--- src/core/spi_flash_status_id_regs.vh ---
// opcode, status field and timing constants for the status/id command block
// assumes inclusion by the command block only
`ifndef SPI_FLASH_STATUS_ID_REGS_VH
`define SPI_FLASH_STATUS_ID_REGS_VH

// fixed opcodes
`define OPC_WRITE_DISABLE 8'h04
`define OPC_STATUS_READ 8'h05
`define OPC_STD_IDENT 8'h9F
`define OPC_LEGACY_IDENT_A 8'h90
`define OPC_LEGACY_IDENT_B 8'hAB
// default opcodes for the parameterised commands
`define OPC_WRITE_ENABLE_DEF 8'h06
`define OPC_STATUS_WRITE_ARM_DEF 8'h50
`define OPC_STATUS_WRITE_DEF 8'h01
`define OPC_STATUS_READ_SECOND_DEF 8'h35
// default primary status bit positions
`define POS_BUSY_DEF 0
`define POS_WRITE_LATCH_DEF 1
`define POS_LEVEL0_DEF 2
`define POS_LEVEL1_DEF 3
`define POS_AUTO_INC_DEF 6
`define POS_LOCK_DEF 7
// default secondary status bit positions
`define POS_TOP_PROT_DEF 2
`define POS_BOT_PROT_DEF 3
// reset values
`define STATUS_PRI_RESET 8'h00
`define STATUS_SEC_RESET 8'h00
// byte program time in ns and clock period in ns
`define BYTE_PROGRAM_TIME_NS 10000
`define CLK_PERIOD_NS 100
// legacy ident address bits after the opcode
`define LEGACY_ADDR_BITS 24

`endif

--- src/core/spi_flash_status_id_commands.v ---
// status read, write latch, status write and ident commands of a serial flash
// assumes spi mode 0 host on pins, sampled by a faster system clock
// assumes serial clock half periods of at least four system clocks
// assumes busy and auto increment come from the program/erase engine
//
// Operation
// - status read answered even while busy
// - primary status repeats until select rises
// - secondary status read repeats until select rises
// - write enable sets write latch bit
// - status write clears write latch at end
// - write disable clears latch and auto increment
// - write disable does not abort running program
// - arm must directly precede status write
// - one byte updates lock and level bits
// - locked and pin low ignores status write
// - pin low lets lock only go up
// - pin high makes all protect bits writable
// - judge lock and pin at select rise
// - two bytes load primary then secondary
// - only exactly one or two bytes execute
// - standard ident sends maker, type, capacity
// - select rise stops standard ident output
// - legacy ident needs 24 address bits first
// - legacy ident alternates maker and device code
// - write disable 04, status read 05
// - busy bit shows internal cycle running
`timescale 1ns/1ps
`default_nettype none
`include "spi_flash_status_id_regs.vh"

module spi_flash_status_id_commands #(
  parameter [7:0] WRITE_ENABLE_OPC = `OPC_WRITE_ENABLE_DEF,
  parameter [7:0] STATUS_WRITE_ARM_OPC = `OPC_STATUS_WRITE_ARM_DEF,
  parameter [7:0] STATUS_WRITE_OPC = `OPC_STATUS_WRITE_DEF,
  parameter [7:0] STATUS_READ_SECOND_OPC = `OPC_STATUS_READ_SECOND_DEF,
  parameter integer BUSY_POS = `POS_BUSY_DEF,
  parameter integer WRITE_LATCH_POS = `POS_WRITE_LATCH_DEF,
  parameter integer LEVEL0_POS = `POS_LEVEL0_DEF,
  parameter integer LEVEL1_POS = `POS_LEVEL1_DEF,
  parameter integer AUTO_INC_POS = `POS_AUTO_INC_DEF,
  parameter integer LOCK_POS = `POS_LOCK_DEF,
  parameter integer TOP_PROT_POS = `POS_TOP_PROT_DEF,
  parameter integer BOT_PROT_POS = `POS_BOT_PROT_DEF,
  parameter [7:0] MAKER_CODE = 8'h5A, // arbitrary value
  parameter [7:0] MEM_TYPE_CODE = 8'h3C, // arbitrary value
  parameter [7:0] CAPACITY_CODE = 8'h12 // arbitrary value
) (
  input wire clk_sys_i, // system clock, 10 MHz
  input wire rst_n_i, // synchronous reset, active low
  input wire chip_sel_n_i, // host chip select, active low
  input wire sclk_i, // host serial clock
  input wire sdi_i, // host serial data in
  input wire prog_busy_i, // internal program/erase cycle running
  input wire auto_inc_set_i, // auto increment mode entered
  input wire write_prot_n_i, // write-protect pin, active low
  output reg sdo_o, // serial data out
  output reg sdo_oe_o, // serial data out drive enable
  output reg [7:0] status_pri_o, // primary status register
  output reg [7:0] status_sec_o // secondary status register
);

  // frame states
  localparam [2:0] ST_OPC = 3'h0;
  localparam [2:0] ST_STAT1 = 3'h1;
  localparam [2:0] ST_STAT2 = 3'h2;
  localparam [2:0] ST_STDID = 3'h3;
  localparam [2:0] ST_LADDR = 3'h4;
  localparam [2:0] ST_LID = 3'h5;
  localparam [2:0] ST_WDATA = 3'h6;
  localparam [2:0] ST_SKIP = 3'h7;
  // last legacy ident address bit, counted from zero
  localparam [31:0] ADDR_LAST = `LEGACY_ADDR_BITS - 1;

  // bit-select helper used for both status registers
  function [7:0] put_bit;
    input [7:0] val;
    input integer pos;
    input b;
    begin
      put_bit = val;
      put_bit[pos] = b;
    end
  endfunction

  // states in which the block drives the serial output
  function answer_state;
    input [2:0] st;
    begin
      answer_state = (st == ST_STAT1) || (st == ST_STAT2) ||
        (st == ST_STDID) || (st == ST_LID);
    end
  endfunction

  // two-flop synchronisers for the host pins, write-protect pin and busy input
  reg [1:0] cs_sync_q;
  reg [1:0] sck_sync_q;
  reg [1:0] sdi_sync_q;
  reg [1:0] wp_sync_q;
  reg [1:0] busy_sync_q;
  // third flops keep the previous level for edge finding
  reg cs_n_q;
  reg sck_q;
  // reset levels match the idle pins, so no false edge follows
  always @(posedge clk_sys_i) begin
    if (!rst_n_i) begin
      cs_sync_q <= 2'h3;
      sck_sync_q <= 2'h0;
      sdi_sync_q <= 2'h0;
      wp_sync_q <= 2'h3;
      busy_sync_q <= 2'h0;
      cs_n_q <= 1'b1;
      sck_q <= 1'b0;
    end else begin
      cs_sync_q <= {cs_sync_q[0], chip_sel_n_i};
      sck_sync_q <= {sck_sync_q[0], sclk_i};
      sdi_sync_q <= {sdi_sync_q[0], sdi_i};
      wp_sync_q <= {wp_sync_q[0], write_prot_n_i};
      busy_sync_q <= {busy_sync_q[0], prog_busy_i};
      cs_n_q <= cs_sync_q[1];
      sck_q <= sck_sync_q[1];
    end
  end

  // synchronised pin levels and edges, serial clock edges only inside a frame
  wire cs_n = cs_sync_q[1];
  wire sel_fall = cs_n_q && !cs_n;
  wire sel_rise = !cs_n_q && cs_n;
  wire sck_rise = !cs_n && !sck_q && sck_sync_q[1];
  wire sck_fall = !cs_n && sck_q && !sck_sync_q[1];
  wire sdi_s = sdi_sync_q[1];
  wire wp_pin_high = wp_sync_q[1];

  // frame state
  reg [2:0] state_q;
  reg [7:0] opc_q;
  reg [7:0] shin_q;
  reg [4:0] bitcnt_q;
  reg [4:0] wcnt_q;
  reg [1:0] idx_q;
  reg [7:0] shout_q;
  reg [7:0] wbyte0_q;
  reg [7:0] wbyte1_q;
  reg armed_q;

  // byte being shifted in, complete at the eighth rising edge
  wire [7:0] opc_next = {shin_q[6:0], sdi_s};
  wire byte_done = (bitcnt_q == 5'd7);

  // next output byte for repeating answers
  reg [7:0] ans_byte;
  always @* begin
    ans_byte = 8'h00;
    case (state_q)
      ST_STAT1: ans_byte = status_pri_o;
      ST_STAT2: ans_byte = status_sec_o;
      ST_STDID: begin
        if (idx_q == 2'd0) begin
          ans_byte = MAKER_CODE;
        end else if (idx_q == 2'd1) begin
          ans_byte = MEM_TYPE_CODE;
        end else begin
          // capacity code repeats after the third byte
          ans_byte = CAPACITY_CODE;
        end
      end
      ST_LID: ans_byte = idx_q[0] ? CAPACITY_CODE : MAKER_CODE;
      default: ans_byte = 8'h00;
    endcase
  end

  // status write judgement at the rising select edge
  wire wsr_locked = !wp_pin_high && status_pri_o[LOCK_POS];
  // exactly one or two whole bytes after the opcode
  wire wsr_len_ok = (wcnt_q == 5'd8) || (wcnt_q == 5'd16);
  wire wsr_frame = (opc_q == STATUS_WRITE_OPC) && (state_q == ST_WDATA);
  // armed by the frame just before, or write latch set
  wire wsr_allowed = armed_q || status_pri_o[WRITE_LATCH_POS];
  wire wsr_go = wsr_frame && wsr_allowed && wsr_len_ok && !wsr_locked;

  // new primary value from the first data byte
  reg [7:0] pri_new;
  always @* begin
    pri_new = status_pri_o;
    pri_new = put_bit(pri_new, LEVEL0_POS, wbyte0_q[LEVEL0_POS]);
    pri_new = put_bit(pri_new, LEVEL1_POS, wbyte0_q[LEVEL1_POS]);
    // pin low: lock may only rise; pin high: free
    pri_new = put_bit(pri_new, LOCK_POS, wbyte0_q[LOCK_POS] |
      (!wp_pin_high & status_pri_o[LOCK_POS]));
  end

  // value stored by a status write: live busy, latch dropped
  reg [7:0] pri_wr;
  always @* begin
    pri_wr = put_bit(pri_new, BUSY_POS, busy_sync_q[1]);
    pri_wr = put_bit(pri_wr, WRITE_LATCH_POS, 1'b0);
  end

  // second byte only touches the two sector protect bits
  reg [7:0] sec_wr;
  always @* begin
    sec_wr = put_bit(status_sec_o, TOP_PROT_POS, wbyte1_q[TOP_PROT_POS]);
    sec_wr = put_bit(sec_wr, BOT_PROT_POS, wbyte1_q[BOT_PROT_POS]);
  end

  // serial engine and command execution
  always @(posedge clk_sys_i) begin
    if (!rst_n_i) begin
      state_q <= ST_OPC;
      opc_q <= 8'h00;
      shin_q <= 8'h00;
      bitcnt_q <= 5'd0;
      wcnt_q <= 5'd0;
      idx_q <= 2'd0;
      shout_q <= 8'h00;
      wbyte0_q <= 8'h00;
      wbyte1_q <= 8'h00;
      armed_q <= 1'b0;
      sdo_o <= 1'b0;
      sdo_oe_o <= 1'b0;
      status_pri_o <= `STATUS_PRI_RESET;
      status_sec_o <= `STATUS_SEC_RESET;
    end else begin
      // busy bit follows the internal cycle; write_disable_cmd never stops it
      status_pri_o[BUSY_POS] <= busy_sync_q[1];
      // a new frame always starts with an opcode
      if (sel_fall) begin
        state_q <= ST_OPC;
        bitcnt_q <= 5'd0;
        wcnt_q <= 5'd0;
        idx_q <= 2'd0;
      end
      if (sel_rise) begin
        sdo_oe_o <= 1'b0;
        // commands take effect only here, after a whole opcode
        if (state_q != ST_OPC && wcnt_q == 5'd0) begin
          if (opc_q == WRITE_ENABLE_OPC) begin
            status_pri_o[WRITE_LATCH_POS] <= 1'b1;
          end else if (opc_q == `OPC_WRITE_DISABLE) begin
            status_pri_o[WRITE_LATCH_POS] <= 1'b0;
            status_pri_o[AUTO_INC_POS] <= 1'b0;
          end
        end
        // arm lasts for the next instruction only
        armed_q <= (opc_q == STATUS_WRITE_ARM_OPC) &&
          (state_q == ST_SKIP) && (wcnt_q == 5'd0);
        if (wsr_go) begin
          status_pri_o <= pri_wr;
          if (wcnt_q == 5'd16) begin
            status_sec_o <= sec_wr;
          end
        end
      end
      // set wins over a write disable in the same cycle
      if (auto_inc_set_i) begin
        status_pri_o[AUTO_INC_POS] <= 1'b1;
      end
      // shift in on the serial clock rise
      if (sck_rise) begin
        shin_q <= opc_next;
        bitcnt_q <= byte_done ? 5'd0 : bitcnt_q + 5'd1;
        case (state_q)
          ST_OPC: begin
            // decode the opcode into the frame state
            if (byte_done) begin
              opc_q <= opc_next;
              idx_q <= 2'd0;
              wcnt_q <= 5'd0;
              if (opc_next == `OPC_STATUS_READ) begin
                state_q <= ST_STAT1;
              end else if (opc_next == STATUS_READ_SECOND_OPC) begin
                state_q <= ST_STAT2;
              end else if (opc_next == `OPC_STD_IDENT) begin
                state_q <= ST_STDID;
              end else if (opc_next == `OPC_LEGACY_IDENT_A ||
                  opc_next == `OPC_LEGACY_IDENT_B) begin
                state_q <= ST_LADDR;
              end else if (opc_next == STATUS_WRITE_OPC) begin
                state_q <= ST_WDATA;
              end else begin
                state_q <= ST_SKIP;
              end
            end
          end
          ST_LADDR: begin
            // count address bits; the last one picks the first code
            wcnt_q <= wcnt_q + 5'd1;
            if (wcnt_q == ADDR_LAST[4:0]) begin
              state_q <= ST_LID;
              idx_q <= {1'b0, opc_next[0]};
            end
          end
          ST_WDATA: begin
            // count stops past limit so extra bits spoil the length
            if (wcnt_q != 5'd31) begin
              wcnt_q <= wcnt_q + 5'd1;
            end
            // first data byte feeds the primary register
            if (byte_done && wcnt_q == 5'd7) begin
              wbyte0_q <= opc_next;
            end
            // second data byte feeds the secondary register
            if (byte_done && wcnt_q == 5'd15) begin
              wbyte1_q <= opc_next;
            end
          end
          ST_SKIP: begin
            // any clock after a no-data opcode voids it
            wcnt_q <= 5'd1;
          end
          default: begin
          end
        endcase
      end
      // shift out on the serial clock fall, msb first
      if (sck_fall) begin
        if (answer_state(state_q)) begin
          sdo_oe_o <= 1'b1;
          if (bitcnt_q == 5'd0) begin
            // byte boundary: load the next answer byte
            sdo_o <= ans_byte[7];
            shout_q <= {ans_byte[6:0], 1'b0};
            if (state_q == ST_STDID && idx_q != 2'd2) begin
              idx_q <= idx_q + 2'd1;
            end else if (state_q == ST_LID) begin
              idx_q <= {1'b0, ~idx_q[0]};
            end
          end else begin
            // inside a byte: next bit from the shift register
            sdo_o <= shout_q[7];
            shout_q <= {shout_q[6:0], 1'b0};
          end
        end
      end
    end
  end

endmodule // spi_flash_status_id_commands
`default_nettype wire

--- config.mk ---
export PLATFORM = sky130hd
export DESIGN_NAME = spi_flash_status_id_commands
export DESIGN_NICKNAME = d
export VERILOG_FILES = /design/src/core/spi_flash_status_id_commands.v
export VERILOG_INCLUDE_DIRS = /design/src /design/src/core
export SDC_FILE = /design/constraint.sdc
export NUM_CORES = 1
export LEC_CHECK = 0
export ABC_AREA = 0
export BUFFER_PORTS_ARGS = -buffer_cell sky130_fd_sc_hd__buf_4
export CAP_MARGIN = 10
export CORE_ASPECT_RATIO = 1.1
export CORE_MARGIN = 5
export CORE_UTILIZATION = 54
export DETAILED_ROUTE_END_ITERATION = 12
export GPL_TIMING_DRIVEN = 0
export PLACE_DENSITY = 0.76
export SYNTH_ARGS = -nofsm -noshare
export SYNTH_HDL_FRONTEND = slang
export SYNTH_SLANG_ARGS = --single-unit
--- constraint.sdc ---
create_clock -name clk_sys_i -period 2.1 [get_ports clk_sys_i]
set_input_delay 0.105 -clock clk_sys_i [delete_from_list [all_inputs] [get_ports clk_sys_i]]
set_output_delay 0.105 -clock clk_sys_i [all_outputs]
set_load 0.1 [all_outputs]
=== After elaboration in Yosys (flattened, before gate mapping) ===
Cells that the tools add are included.

* Add/subtract/negate cells: 3
* Mux-type cells: 45
* Eq/ne operators: 28
* Reduce and logical (&&, ||, !) cells: 48
* Bitwise operators: 3

{| class="wikitable"
|+ Operator list
! cell !! count
|-
| $mux W5 || 7
|-
| $pmux W8 S4 || 1
|-
| $mux W7 || 4
|-
| $eq A8 B3 Y1 const B || 3
|-
| $eq A8 B8 Y1 const B || 3
|-
| $mux W3 || 7
|-
| $mux W2 || 10
|-
| $pmux W5 S4 || 1
|-
| $logic_and A1 B1 Y1 || 17
|-
| $eq A8 B1 Y1 const B || 2
|-
| $reduce_and A3 Y1 || 5
|-
| $eq A3 B3 Y1 const B || 4
|-
| $mux W1 || 11
|-
| $add A5 B1 Y5 const B || 2
|-
| $eq A5 B3 Y1 const B || 2
|-
| $eq A5 B4 Y1 const B || 2
|-
| $eq A5 B5 Y1 const B || 2
|-
| $logic_not A5 Y1 || 2
|-
| $reduce_bool A2 Y1 || 5
|-
| $eq A8 B6 Y1 const B || 1
|-
| $eq A8 B7 Y1 const B || 1
|-
| $mux W8 || 1
|-
| $eq A3 B2 Y1 const B || 2
|-
| $logic_not A1 Y1 || 6
|-
| other kinds (17) || 26
|}

* Output and inout bits: 18
* Input bits: 8
* Word-level logic and storage cells: 151
* Register bits after elaboration: 73

=== Depth between registers and ports, before layout ===
Gate-level depths: netlist of run 1.

* Depth in word-level cells: 11
* Mapped depth: 8
* Gate-level depth less buffers: 8

=== Worst setup path after synthesis of run 1 ===
Ideal clock, no wire load.

* Path type: register -> register
* Start point: register wcnt_q[0]
* End point: register wcnt_q[2]
* Arrival time: 1.885 ns
* Slack: 0.139 ns
* Cell stages (with the launch flop): 7
* Path buffers: 0
* Data required time: 2.024 ns
* Clock period less this slack: 1.961 ns
* Library setup time: 0.076 ns
* Cells stage by stage: dfxtp_1 ha_1 and3_1 ha_1 a211o_1 or3b_2 a21boi_0

* Longest elaborated chain between the ends: 4
* Elaborated cells between the ends (all ways): 5
* Those cells by class: 1 x add/sub; 1 x eq/ne; 3 x mux

{| class="wikitable"
|+ Ends and longest elaborated chain
! item !! RTL line !! RTL
|-
| from (decl) || spi_flash_status_id_commands.v:139 || <nowiki>reg [4:0] wcnt_q;</nowiki>
|-
| from (signal assigned) || spi_flash_status_id_commands.v:287 || <nowiki>wcnt_q <= wcnt_q + 5'd1;</nowiki>
|-
| from (signal assigned) || spi_flash_status_id_commands.v:296 || <nowiki>wcnt_q <= wcnt_q + 5'd1;</nowiki>
|-
| $add A5 B1 Y5 or $ne A5 B5 Y1 (tied branches) || spi_flash_status_id_commands.v:287, spi_flash_status_id_commands.v:296, spi_flash_status_id_commands.v:295 ||
|-
| $mux W5 || spi_flash_status_id_commands.v:295 || <nowiki>if (wcnt_q != 5'd31) begin</nowiki>
|-
| $pmux W5 S4 (*) || spi_flash_status_id_commands.v:262 || <nowiki>case (state_q)</nowiki>
|-
| $mux W5 (*) || spi_flash_status_id_commands.v:259 || <nowiki>if (sck_rise) begin</nowiki>
|}

Every way passes the cells marked *; elsewhere a longest branch is shown, timed or not.
A chain may end at the register's enable or synchronous reset.

=== Worst setup path in the final report of run 1 ===
* Start point: register bitcnt_q[0]
* End point: register sdo_o

* Longest elaborated chain between the ends: 2

{| class="wikitable"
|+ Ends and longest elaborated chain
! item !! RTL line !! RTL
|-
| from (decl) || spi_flash_status_id_commands.v:138 || <nowiki>reg [4:0] bitcnt_q;</nowiki>
|-
| from (signal assigned) || spi_flash_status_id_commands.v:261 || <nowiki>bitcnt_q <= byte_done ? 5'd0 : bitcnt_q + 5'd1;</nowiki>
|-
| $logic_not A5 Y1 || spi_flash_status_id_commands.v:319 || <nowiki>if (bitcnt_q == 5'd0) begin</nowiki>
|-
| $mux W1 || spi_flash_status_id_commands.v:319 ||
|-
| to (signal assigned) || spi_flash_status_id_commands.v:321 || <nowiki>sdo_o <= ans_byte[7];</nowiki>
|-
| to (signal assigned) || spi_flash_status_id_commands.v:330 || <nowiki>sdo_o <= shout_q[7];</nowiki>
|-
| to (decl) || spi_flash_status_id_commands.v:57 || <nowiki>output reg sdo_o,</nowiki>
|}

Every way passes these cells.

==> results of run 1 <==
## power by group through the flow
stage	Clock [W]	Combinational [W]	Sequential, W
after floorplan	0	0.000131	0.00128
after global placement	0	0.000161	0.00128
after detailed placement	0	0.000162	0.00128
after CTS	0.00115	0.000171	0.00125
after global routing	0.00121	0.000183	0.00125
final	0.00113	0.000173	0.00125
## cell usage after synthesis (all sizes together) (6+ instances only)
library cell	number	area, um2
nand2b	11	68.8
dfxtp	65	1300
nor2	15	56.3
nand2	57	214
inv	12	45.0
a21oi	13	65.1
ha	9	113
mux2i	13	130
a21boi	22	165
and2	13	81.3
buf	16	106
nor3b	6	45.0
nor2b	15	93.8
nor3	6	40.0
clkbuf	20	75.1
o21ai	20	100
nand3	16	80.1
## worst max-delay path by stage
stage,startpoint,to,depth (start not counted)
6_report,bitcnt_q[0],sdo_o,8
2_1_floorplan,wcnt_q[0],wcnt_q[2],6
5_1_grt,wcnt_q[1],wcnt_q[2],6
3_3_place_gp,wcnt_q[0],wcnt_q[2],6
4_1_cts,bitcnt_q[0],shout_q[6],8
3_5_place_dp,wcnt_q[0],wcnt_q[2],6
## sequential cells by signal, summed over array words and instances (netlist names), 3 cells and up
register / cells
wcnt_q: 5
wbyte0_q: 3
status_pri_o: 6
shout_q: 7
bitcnt_q: 5
shin_q: 7
state_q: 3
opc_q: 8
## cells in the final DEF (no fill, tap or decap), drive strengths merged, types with 2 or more instances in the layout
cell type / count
nor4: 2
nor3b: 6
or3: 5
nor4b: 3
nand4bb: 2
nand4: 4
dfxtp: 65
o41ai: 2
nand2b: 11
o21ai: 20
o211a: 3
buf: 34
a21boi: 22
a21oi: 13
nand3: 16
clkinvlp: 2
nor3: 6
nand4b: 3
or3b: 2
mux2i: 13
inv: 12
o22ai: 3
clkbuf: 32
nor2b: 15
nor2: 15
ha: 9
a31oi: 3
and3: 5
conb: 8
dlygate4sd3: 5
nor4bb: 2
and2: 13
nand2: 57
a22oi: 3
## critical path, delay by kind of cell, from the launching register on
| family | cells | cell delay, ns |
|---|---|---|
| fa+ha+maj | 1 | 0.14 |
| compound gates | 2 | 0.21 |
| flops | 1 | 0.36 |
| simple gates | 3 | 0.96 |
| buf+inv | 2 | 0.29 |
## kinds of logic after synthesis
kind of cell / Yosys count / synth area share, %
mux: 13 / 4.02
buf+inv: 48 / 6.99
other cells: 1 / 0.116
xor+xnor: 1 / 0.271
compound gates: 80 / 16.5
simple gates: 170 / 28.4
flops: 65 / 40.2
fa+ha+maj: 9 / 3.48
## routing by layer
metal | share of wire (%) | global-route usage (%) | wire length, um
met5 | 0 | 0 | 0
met1 | 45 | 27.8 | 3610
met3 | 5.9 | 4.25 | 471
met4 | 2.2 | 12.2 | 174
met2 | 47 | 34.0 | 3730
## stage by stage
step                      setup WS, ns  total power (W)  cell area, um2  utilization [%]  setup TNS, ns
after CTS                     0.000592          0.00257            3780             65.0              0
final                           0.0765          0.00256            3810             65.7              0
after global placement         -0.0241          0.00144            3480             60.0        -0.0241
after detailed placement       -0.0410          0.00144            3480             60.0         -0.124
after global routing           -0.0132          0.00264            3810             65.7        -0.0132
after floorplan                  0.139          0.00141            3260                -              0
## what timing repair did
item / 4_1_cts / 5_1_grt
endpoints found under the setup margin: 7 / 11
hold buffers: 5 / 0
hold endpoints to repair: 5 / 0
setup buffers: 0 / 2
gates resized for setup: 6 / 12
pin swaps: 1 / 2
## area by class of cell
class / count / area (um2) / share of cell area, %
Buffer: 36 / 186 / 4.89
Clock buffer: 12 / 165 / 4.33
Clock inverter: 4 / 50.0 / 1.31
Inverter: 12 / 45.0 / 1.18
Multi-Input combinational cell: 281 / 1780 / 46.8
Sequential cell: 65 / 1300 / 34.1
Tap cell: 77 / 96.3 / 2.53
Timing Repair Buffer: 23 / 185 / 4.85
==> flow_summary.yaml, run 1 <==
status:
  status: "finished clean"
global_route:
  grt_usage_pct: 21.6
  grt-ovfl-total: 0
  grt_pass1_wl_mm: 13.3
  first_global_vias: 2651
  grt_max_degree: 12
  antenna_found_initial: 0
logic_synthesis:
  synth_seq_cells: 65
  synth_edf_count: 0
  synth_cells: 387
  yosysSeqAreaShare_pct: 40.2
  syn_avg_cell_area_um2: 8.37
  ys.flop_type: "dfxtp_1"
  async_flop_share_pct: 0
  syn-cell-area_um2: 3240
  netlist-cell-type-count: 52
  yosys_warnings: 0
final_layout:
  n_antenna_cell: 0
  fin_cells: 510
  fillers: 502
  drive_gt1_share_pct: 15.2
  area_growth_pct: 17.8
  final_nets: 445
timing:
  fin_crit_sh_pct: 96.4
  grt_setup_unrepaired: "true"
  fin_worst_skew_ns: 0.00653
  min_period_ns: 2.02
  slew_viol_final: 0
  max_clock_freq_ghz: 0.494
  relSlewSlack_pct: 56.5
  whs_ns: 0.0141
  hold_violations: 0
  worst_pin_slew_ns: 0.652
  finalSetupViolations: 0
clocking:
  cts-htree-levels: 3
  numCtsBuffers: 9
  insertion_delay_ns: 0.35
  cts.path.max_buffers: 2
  cts_root_buf: "clkbuf_8"
  cts_sinks: 65
  clk_pin_slew_worst_paths_ns: 0.07
  cts_tree: "yes"
routing:
  drtPass1Iterations: 4
  wl_per_cell_um: 15.7
  via_per_inst: 5.50
  ant_nets: 0
  drc: 0
  drt_iter0_drc: 228
  wl_mm: 7.99
  via_count: 2803
worst_hold_path:
  hold_class: "primary input to flip-flop"
  hold_path.startpoint: "auto_inc_set_i"
  min_to: "status_pri_o[6]"
  hold_path_depth: 3
die:
  start_util_pct: 55.8
  core_um2: 5810
  pin_count: 26
  dieArea_um2: 7650
  die_h_um: 91.2
  fp-row-count: 29
  die_x_um: 83.8
worst_setup_path:
  reg2reg_slack_ns: 0.08
  worstPathCellList: "inv_1, ha_1, or4b_2, buf_4, nor4b_2, a21oi_1, nand2_1, o211a_1"
  cp.required_ns: 2.40
  cpMaxStageDelayCell: "or4b_2"
  rr_worst_depth: 8
  path_max_fanout: 10
  cp-start-kind: "flip-flop"
  timing.critical_path.slowest_cell_delay_ns: 0.66
  path_class: "flip-flop to flip-flop"
  arrival_ns: 2.32
  worstSetupEndpointType: "flip-flop"
  reg2reg_from: "bitcnt_q[0]"
  r2r-end: "sdo_o"
pwr:
  powerDensity_nw_per_um2: 670
  internal_power_w: 0.00194
  p_switching_w: 0.000617
  p_seq_share_pct: 49.0
  vdd_drop_max_mv: 0.372
  p_clk_share_pct: 44.2
  switching_share_pct: 24.2
  p_leak_nw: 1.43
  power_frac_comb_pct: 6.8
placement:
  placed_cells: 487
  dp_hpwl_mm: 5.64
  gp_congestion: 0.943
  io_buffers: 16
run:
  max-cap-violations: 0
No activity file was read; power rests on OpenSTA's default activity.
==> run 2: changes to the inputs <==
CORE_UTILIZATION = 45   (was 54)
MAX_ROUTING_LAYER = met4   (was default)
PLACE_DENSITY = 0.65   (was 0.76)
==> run 2 against run 1 <==
Net effect: final area up 0.75%; hold slack worse by 0.0031 ns; via count up 0.11%; clock-buffer cell count down 2; global-route usage down 2.7 points; non-clock buffer count up 1; clock skew down 0.00056 ns; sequential power about the same.
==> flow_summary.yaml, run 2 (synthesized netlist as in run 1, its figures left out) <==
status:
  status: "finished clean"
final_layout:
  top_regs: "opc_q: 8 flops, shin_q: 7 flops, shout_q: 7 flops"
  largest_register_ffs: 8
  area_growth_pct: 18.7
  drive_gt1_share_pct: 15.7
  layout_common_cells: "64 x dfxtp_1, 57 x nand2_1, 31 x buf_4"
  fin_area_um2: 3840
  final_common_cell: "dfxtp_1"
  largest_register: "opc_q"
  final_nets: 446
  n_antenna_cell: 0
clocking:
  insertion_delay_ns: 0.35
  numCtsBuffers: 9
  cts_tree: "yes"
  cts_sinks: 65
  cts.path.max_buffers: 2
  clk_pin_slew_worst_paths_ns: 0.07
  cts_root_buf: "clkbuf_8"
  cts-htree-levels: 3
timing:
  fin_worst_skew_ns: 0.00597
  relSlewSlack_pct: 58.1
  max_clock_freq_ghz: 0.492
  fin_crit_sh_pct: 96.8
  slew_viol_final: 0
  hold_violations: 0
  min_period_ns: 2.03
  worst_pin_slew_ns: 0.629
  setup_slack_ns: 0.0673
  finalSetupViolations: 0
pwr:
  p_switching_w: 0.000615
  internal_power_w: 0.00196
  powerDensity_nw_per_um2: 669
  power_frac_comb_pct: 6.7
  p_clk_share_pct: 44.6
  p_seq_share_pct: 48.7
  vdd_drop_max_mv: 0.715
  switching_share_pct: 23.9
  p_leak_nw: 1.47
placement:
  post_dp_cell_area_um2: 3490
  dp_hpwl_mm: 5.69
  dp_slack_ns: -0.0653
  gp_congestion: 0.908
  io_buffers: 16
worst_setup_path:
  timing.critical_path.slowest_cell_delay_ns: 0.47
  worstSetupEndpointType: "flip-flop"
  cpMaxStageDelayCell: "or3b_2"
  path_max_fanout: 7
  cp-start-kind: "flip-flop"
  cpMostUsedCell: "ha_2"
  arrival_ns: 2.31
  cp.required_ns: 2.38
  path_class: "flip-flop to flip-flop"
  worstPathCellList: "ha_2, and3_1, ha_2, a211o_4, or3b_2, a21boi_0"
routing:
  wl_mm: 7.97
  drtPass1Iterations: 5
  wl_per_cell_um: 15.4
  via_count: 2806
  ant_nets: 0
  drc: 0
  via_per_inst: 5.41
  drt_iter0_drc: 133
global_route:
  grt_pass1_wl_mm: 13.2
  grt-ovfl-total: 0
  first_global_vias: 2608
  grt_max_degree: 12
  grt_usage_pct: 18.9
  antenna_found_initial: 0
die:
  dieArea_um2: 8990
  pin_count: 26
  fp-row-count: 32
  die_x_um: 90.9
  start_util_pct: 46.2
  die_h_um: 99.0
  core_um2: 7010
worst_hold_path:
  hold_class: "primary input to flip-flop"
run:
  max-cap-violations: 0
run 2: worst paths after layout:
kind / from / end / slack, ns / depth (start not counted)
setup / recovery: wcnt_q[1] / wcnt_q[2] / 0.07 / 6
hold / removal: auto_inc_set_i / status_pri_o[6] / 0.01 / 3
setup reg to reg: wcnt_q[1] / wcnt_q[2] / 0.07 / 6
hold reg to reg: cs_sync_q[0] / cs_sync_q[1] / 0.41 / 1
run 2: power groups by stage:
| stage | logic, W | clock network, W | registers, W |
|---|---|---|---|
| after floorplan | 0.000131 | 0 | 0.00128 |
| after global placement | 0.000162 | 0 | 0.00128 |
| after detailed placement | 0.000162 | 0 | 0.00128 |
| after CTS | 0.000170 | 0.00116 | 0.00125 |
| after global routing | 0.000184 | 0.00123 | 0.00125 |
| final | 0.000173 | 0.00115 | 0.00125 |
run 2: final cells by class:
cell class	count	area (um2)
fill	656	3160
multi-input combinational	281	1800
sequential	65	1300
timing repair buffer	24	193
buffer	36	188
clock buffer	10	128
tap	85	106
clock inverter	6	82.6
inverter	12	45.0
run 2: per-stage QoR:
stage / cells / TNS [ns] / util [%] / power (W) / hold slack (ns)
final: 519 / 0 / 54.9 / 0.00257 / 0.0110
after global routing: 519 / -0.0381 / 54.9 / 0.00267 / 0.0432
after CTS: 516 / 0 / 53.9 / 0.00259 / 0.00522
after detailed placement: 495 / -0.275 / 49.8 / 0.00144 / 0.294
after global placement: 495 / -0.150 / 49.8 / 0.00144 / 0.288
after floorplan: 394 / 0 / - / 0.00141 / 0.206
run 2: critical path: cells and delay by family (launching register included):
family	cells	cell delay, ns
and+or+nand+nor	2	0.68
DFF	1	0.36
adders and majority gates	2	0.42
AOI/OAI and AO/OA	2	0.51
run 2: what timing repair did:
action,4_1_cts,5_1_grt
endpoints found under the hold margin,5,0
resized for setup,5,17
hold buffers,5,0
setup endpoints to repair,7,19
setup buffers,0,3
pin swaps,0,3
run 2: metal layers:
layer	vias up	wire length, um	GRT usage [%]
li1	1415	-	-
met1	1317	3670	24.3
met2	62	3770	29.2
met3	12	413	5.19
met4	0	120	5.30
met5	-	0	-
==> run 3: changes to the inputs <==
BUFFER_PORTS_ARGS = default   (was -buffer_cell sky130_fd_sc_hd__buf_4)
DONT_BUFFER_PORTS = 1   (was default)
PLACE_DENSITY = default   (was 0.65)
SETUP_SLACK_MARGIN = 0.4   (was default)
==> run 3 against run 2 <==
Net effect: register-to-register slack better by 0.23 ns; sequential cell count unchanged; largest power group is now the clock network; combinational power up 4%; final cell count up 2.3%; clock-buffer cell count up 1; clock skew up 0.0064 ns.
==> flow_summary.yaml, run 3 (synthesized netlist as in run 1, its figures left out) <==
global_route:
  antenna_found_initial: 0
  first_global_vias: 2848
  grt-ovfl-total: 0
  grt_pass1_wl_mm: 14.4
  grt_usage_pct: 20.7
  grt_max_degree: 12
worst_setup_path:
  path_class: "flip-flop to flip-flop"
  cp.required_ns: 2.40
  arrival_ns: 2.10
  worstSetupEndpointType: "flip-flop"
  cp-start-kind: "flip-flop"
  reg2reg_slack_ns: 0.29
  path_max_fanout: 5
final_layout:
  final_common_cell: "dfxtp_1"
  layout_common_cells: "52 x dfxtp_1, 48 x nand2_1, 35 x buf_4"
  n_antenna_cell: 0
  area_growth_pct: 38.8
  fin_util_pct: 64.1
  top_regs: "opc_q: 8 flops, shin_q: 7 flops, shout_q: 7 flops"
  largest_register: "opc_q"
  drive_gt1_share_pct: 33.2
  largest_register_ffs: 8
  final_nets: 458
placement:
  io_buffers: 0
  dp_hpwl_mm: 5.74
  gp_congestion: 0.972
  dp_slack_ns: 0.00895
timing:
  fin_worst_skew_ns: 0.0123
  worst_pin_slew_ns: 1.03
  setup_slack_ns: 0.293
  grt_setup_unrepaired: "true"
  max_clock_freq_ghz: 0.554
  fin_crit_sh_pct: 86.0
  hold_violations: 0
  relSlewSlack_pct: 31.3
  min_period_ns: 1.81
  slew_viol_final: 0
  finalSetupViolations: 0
routing:
  wl_mm: 9.15
  drtPass1Iterations: 4
  drc: 0
  drt_iter0_drc: 205
  ant_nets: 0
  wl_per_cell_um: 17.2
  via_count: 3033
  via_per_inst: 5.71
clocking:
  cts_tree: "yes"
  numCtsBuffers: 9
  cts-htree-levels: 3
  insertion_delay_ns: 0.35
  clk_pin_slew_worst_paths_ns: 0.08
  cts.path.max_buffers: 2
  cts_root_buf: "clkbuf_8"
  cts_sinks: 65
pwr:
  p_leak_nw: 1.67
  power_frac_comb_pct: 6.5
  p_clk_share_pct: 48.0
  vdd_drop_max_mv: 0.405
  powerDensity_nw_per_um2: 611
  internal_power_w: 0.00211
  p_seq_share_pct: 45.4
  p_switching_w: 0.000634
  switching_share_pct: 23.1
die:
  die_h_um: 99.0
  dieArea_um2: 8990
  core_um2: 7010
  pin_count: 26
  start_util_pct: 46.2
  fp-row-count: 32
  die_x_um: 90.9
run:
  max-cap-violations: 0
status:
  status: "finished clean"
worst_hold_path:
  hold_class: "primary input to flip-flop"
-- run 3: metal layers --
layer,GRT usage (%),up-vias,wire [um]
met1,24.9,1471,3960
met4,9.48,0,218
met5,-,-,0
li1,-,1443,-
met2,32.7,97,4510
met3,4.96,22,463
-- run 3: worst max-delay path, cell delays in order, from the launching register on --
cell and delay (ns):
dfxtp_4 0.37, inv_2 0.05, ha_1 0.12, or4b_4 0.54, buf_8 0.17, nor4_2 0.22
a21oi_1 0.08, nand2_1 0.07, o211a_1 0.14
-- run 3: through the flow --
stage | hold WS [ns] | setup TNS, ns | area (um2) | power, W | instances
global placement | 0.210 | -0.0145 | 3420 | 0.00143 | 479
CTS | 0.0694 | 0 | 4110 | 0.00276 | 520
global route | 0.119 | 0 | 4490 | 0.00283 | 531
floorplan | 0.206 | 0 | 3310 | 0.00141 | 394
finish | 0.0892 | 0 | 4490 | 0.00274 | 531
detailed placement | 0.212 | 0 | 3420 | 0.00143 | 479
-- run 3: cell type report --
cell class | instances | area [um2]
Buffer | 36 | 259
Clock buffer | 11 | 141
Clock inverter | 5 | 103
Fill cell | 563 | 2510
Inverter | 12 | 45.0
Multi-Input combinational cell | 281 | 2140
Sequential cell | 65 | 1330
Tap cell | 85 | 106
Timing Repair Buffer | 36 | 368
-- run 3: final timing paths --
check | from | to | depth (start not counted)
max | bitcnt_q[0] | shout_q[6] | 8
min | rst_n_i | cs_n_q | 2
max reg2reg | bitcnt_q[0] | shout_q[6] | 8
min reg2reg | wp_sync_q[0] | wp_sync_q[1] | 1
-- run 3: what timing repair did --
item / 4_1_cts / 5_1_grt
endpoints found under the hold margin: 6 / 0
gates resized for setup: 65 / 73
gates cloned: 0 / 1
endpoints found under the setup margin: 37 / 47
buffers inserted: 19 / 10
pin swaps: 18 / 19
hold buffers: 6 / 0
-- run 3: power by group through the flow --
stage               Combinational (W)  Clock [W]  Sequential [W]
global placement             0.000152          0         0.00128
finish                       0.000180    0.00132         0.00125
CTS                          0.000170    0.00135         0.00125
detailed placement           0.000152          0         0.00128
floorplan                    0.000132          0         0.00128
global route                 0.000189    0.00139         0.00125
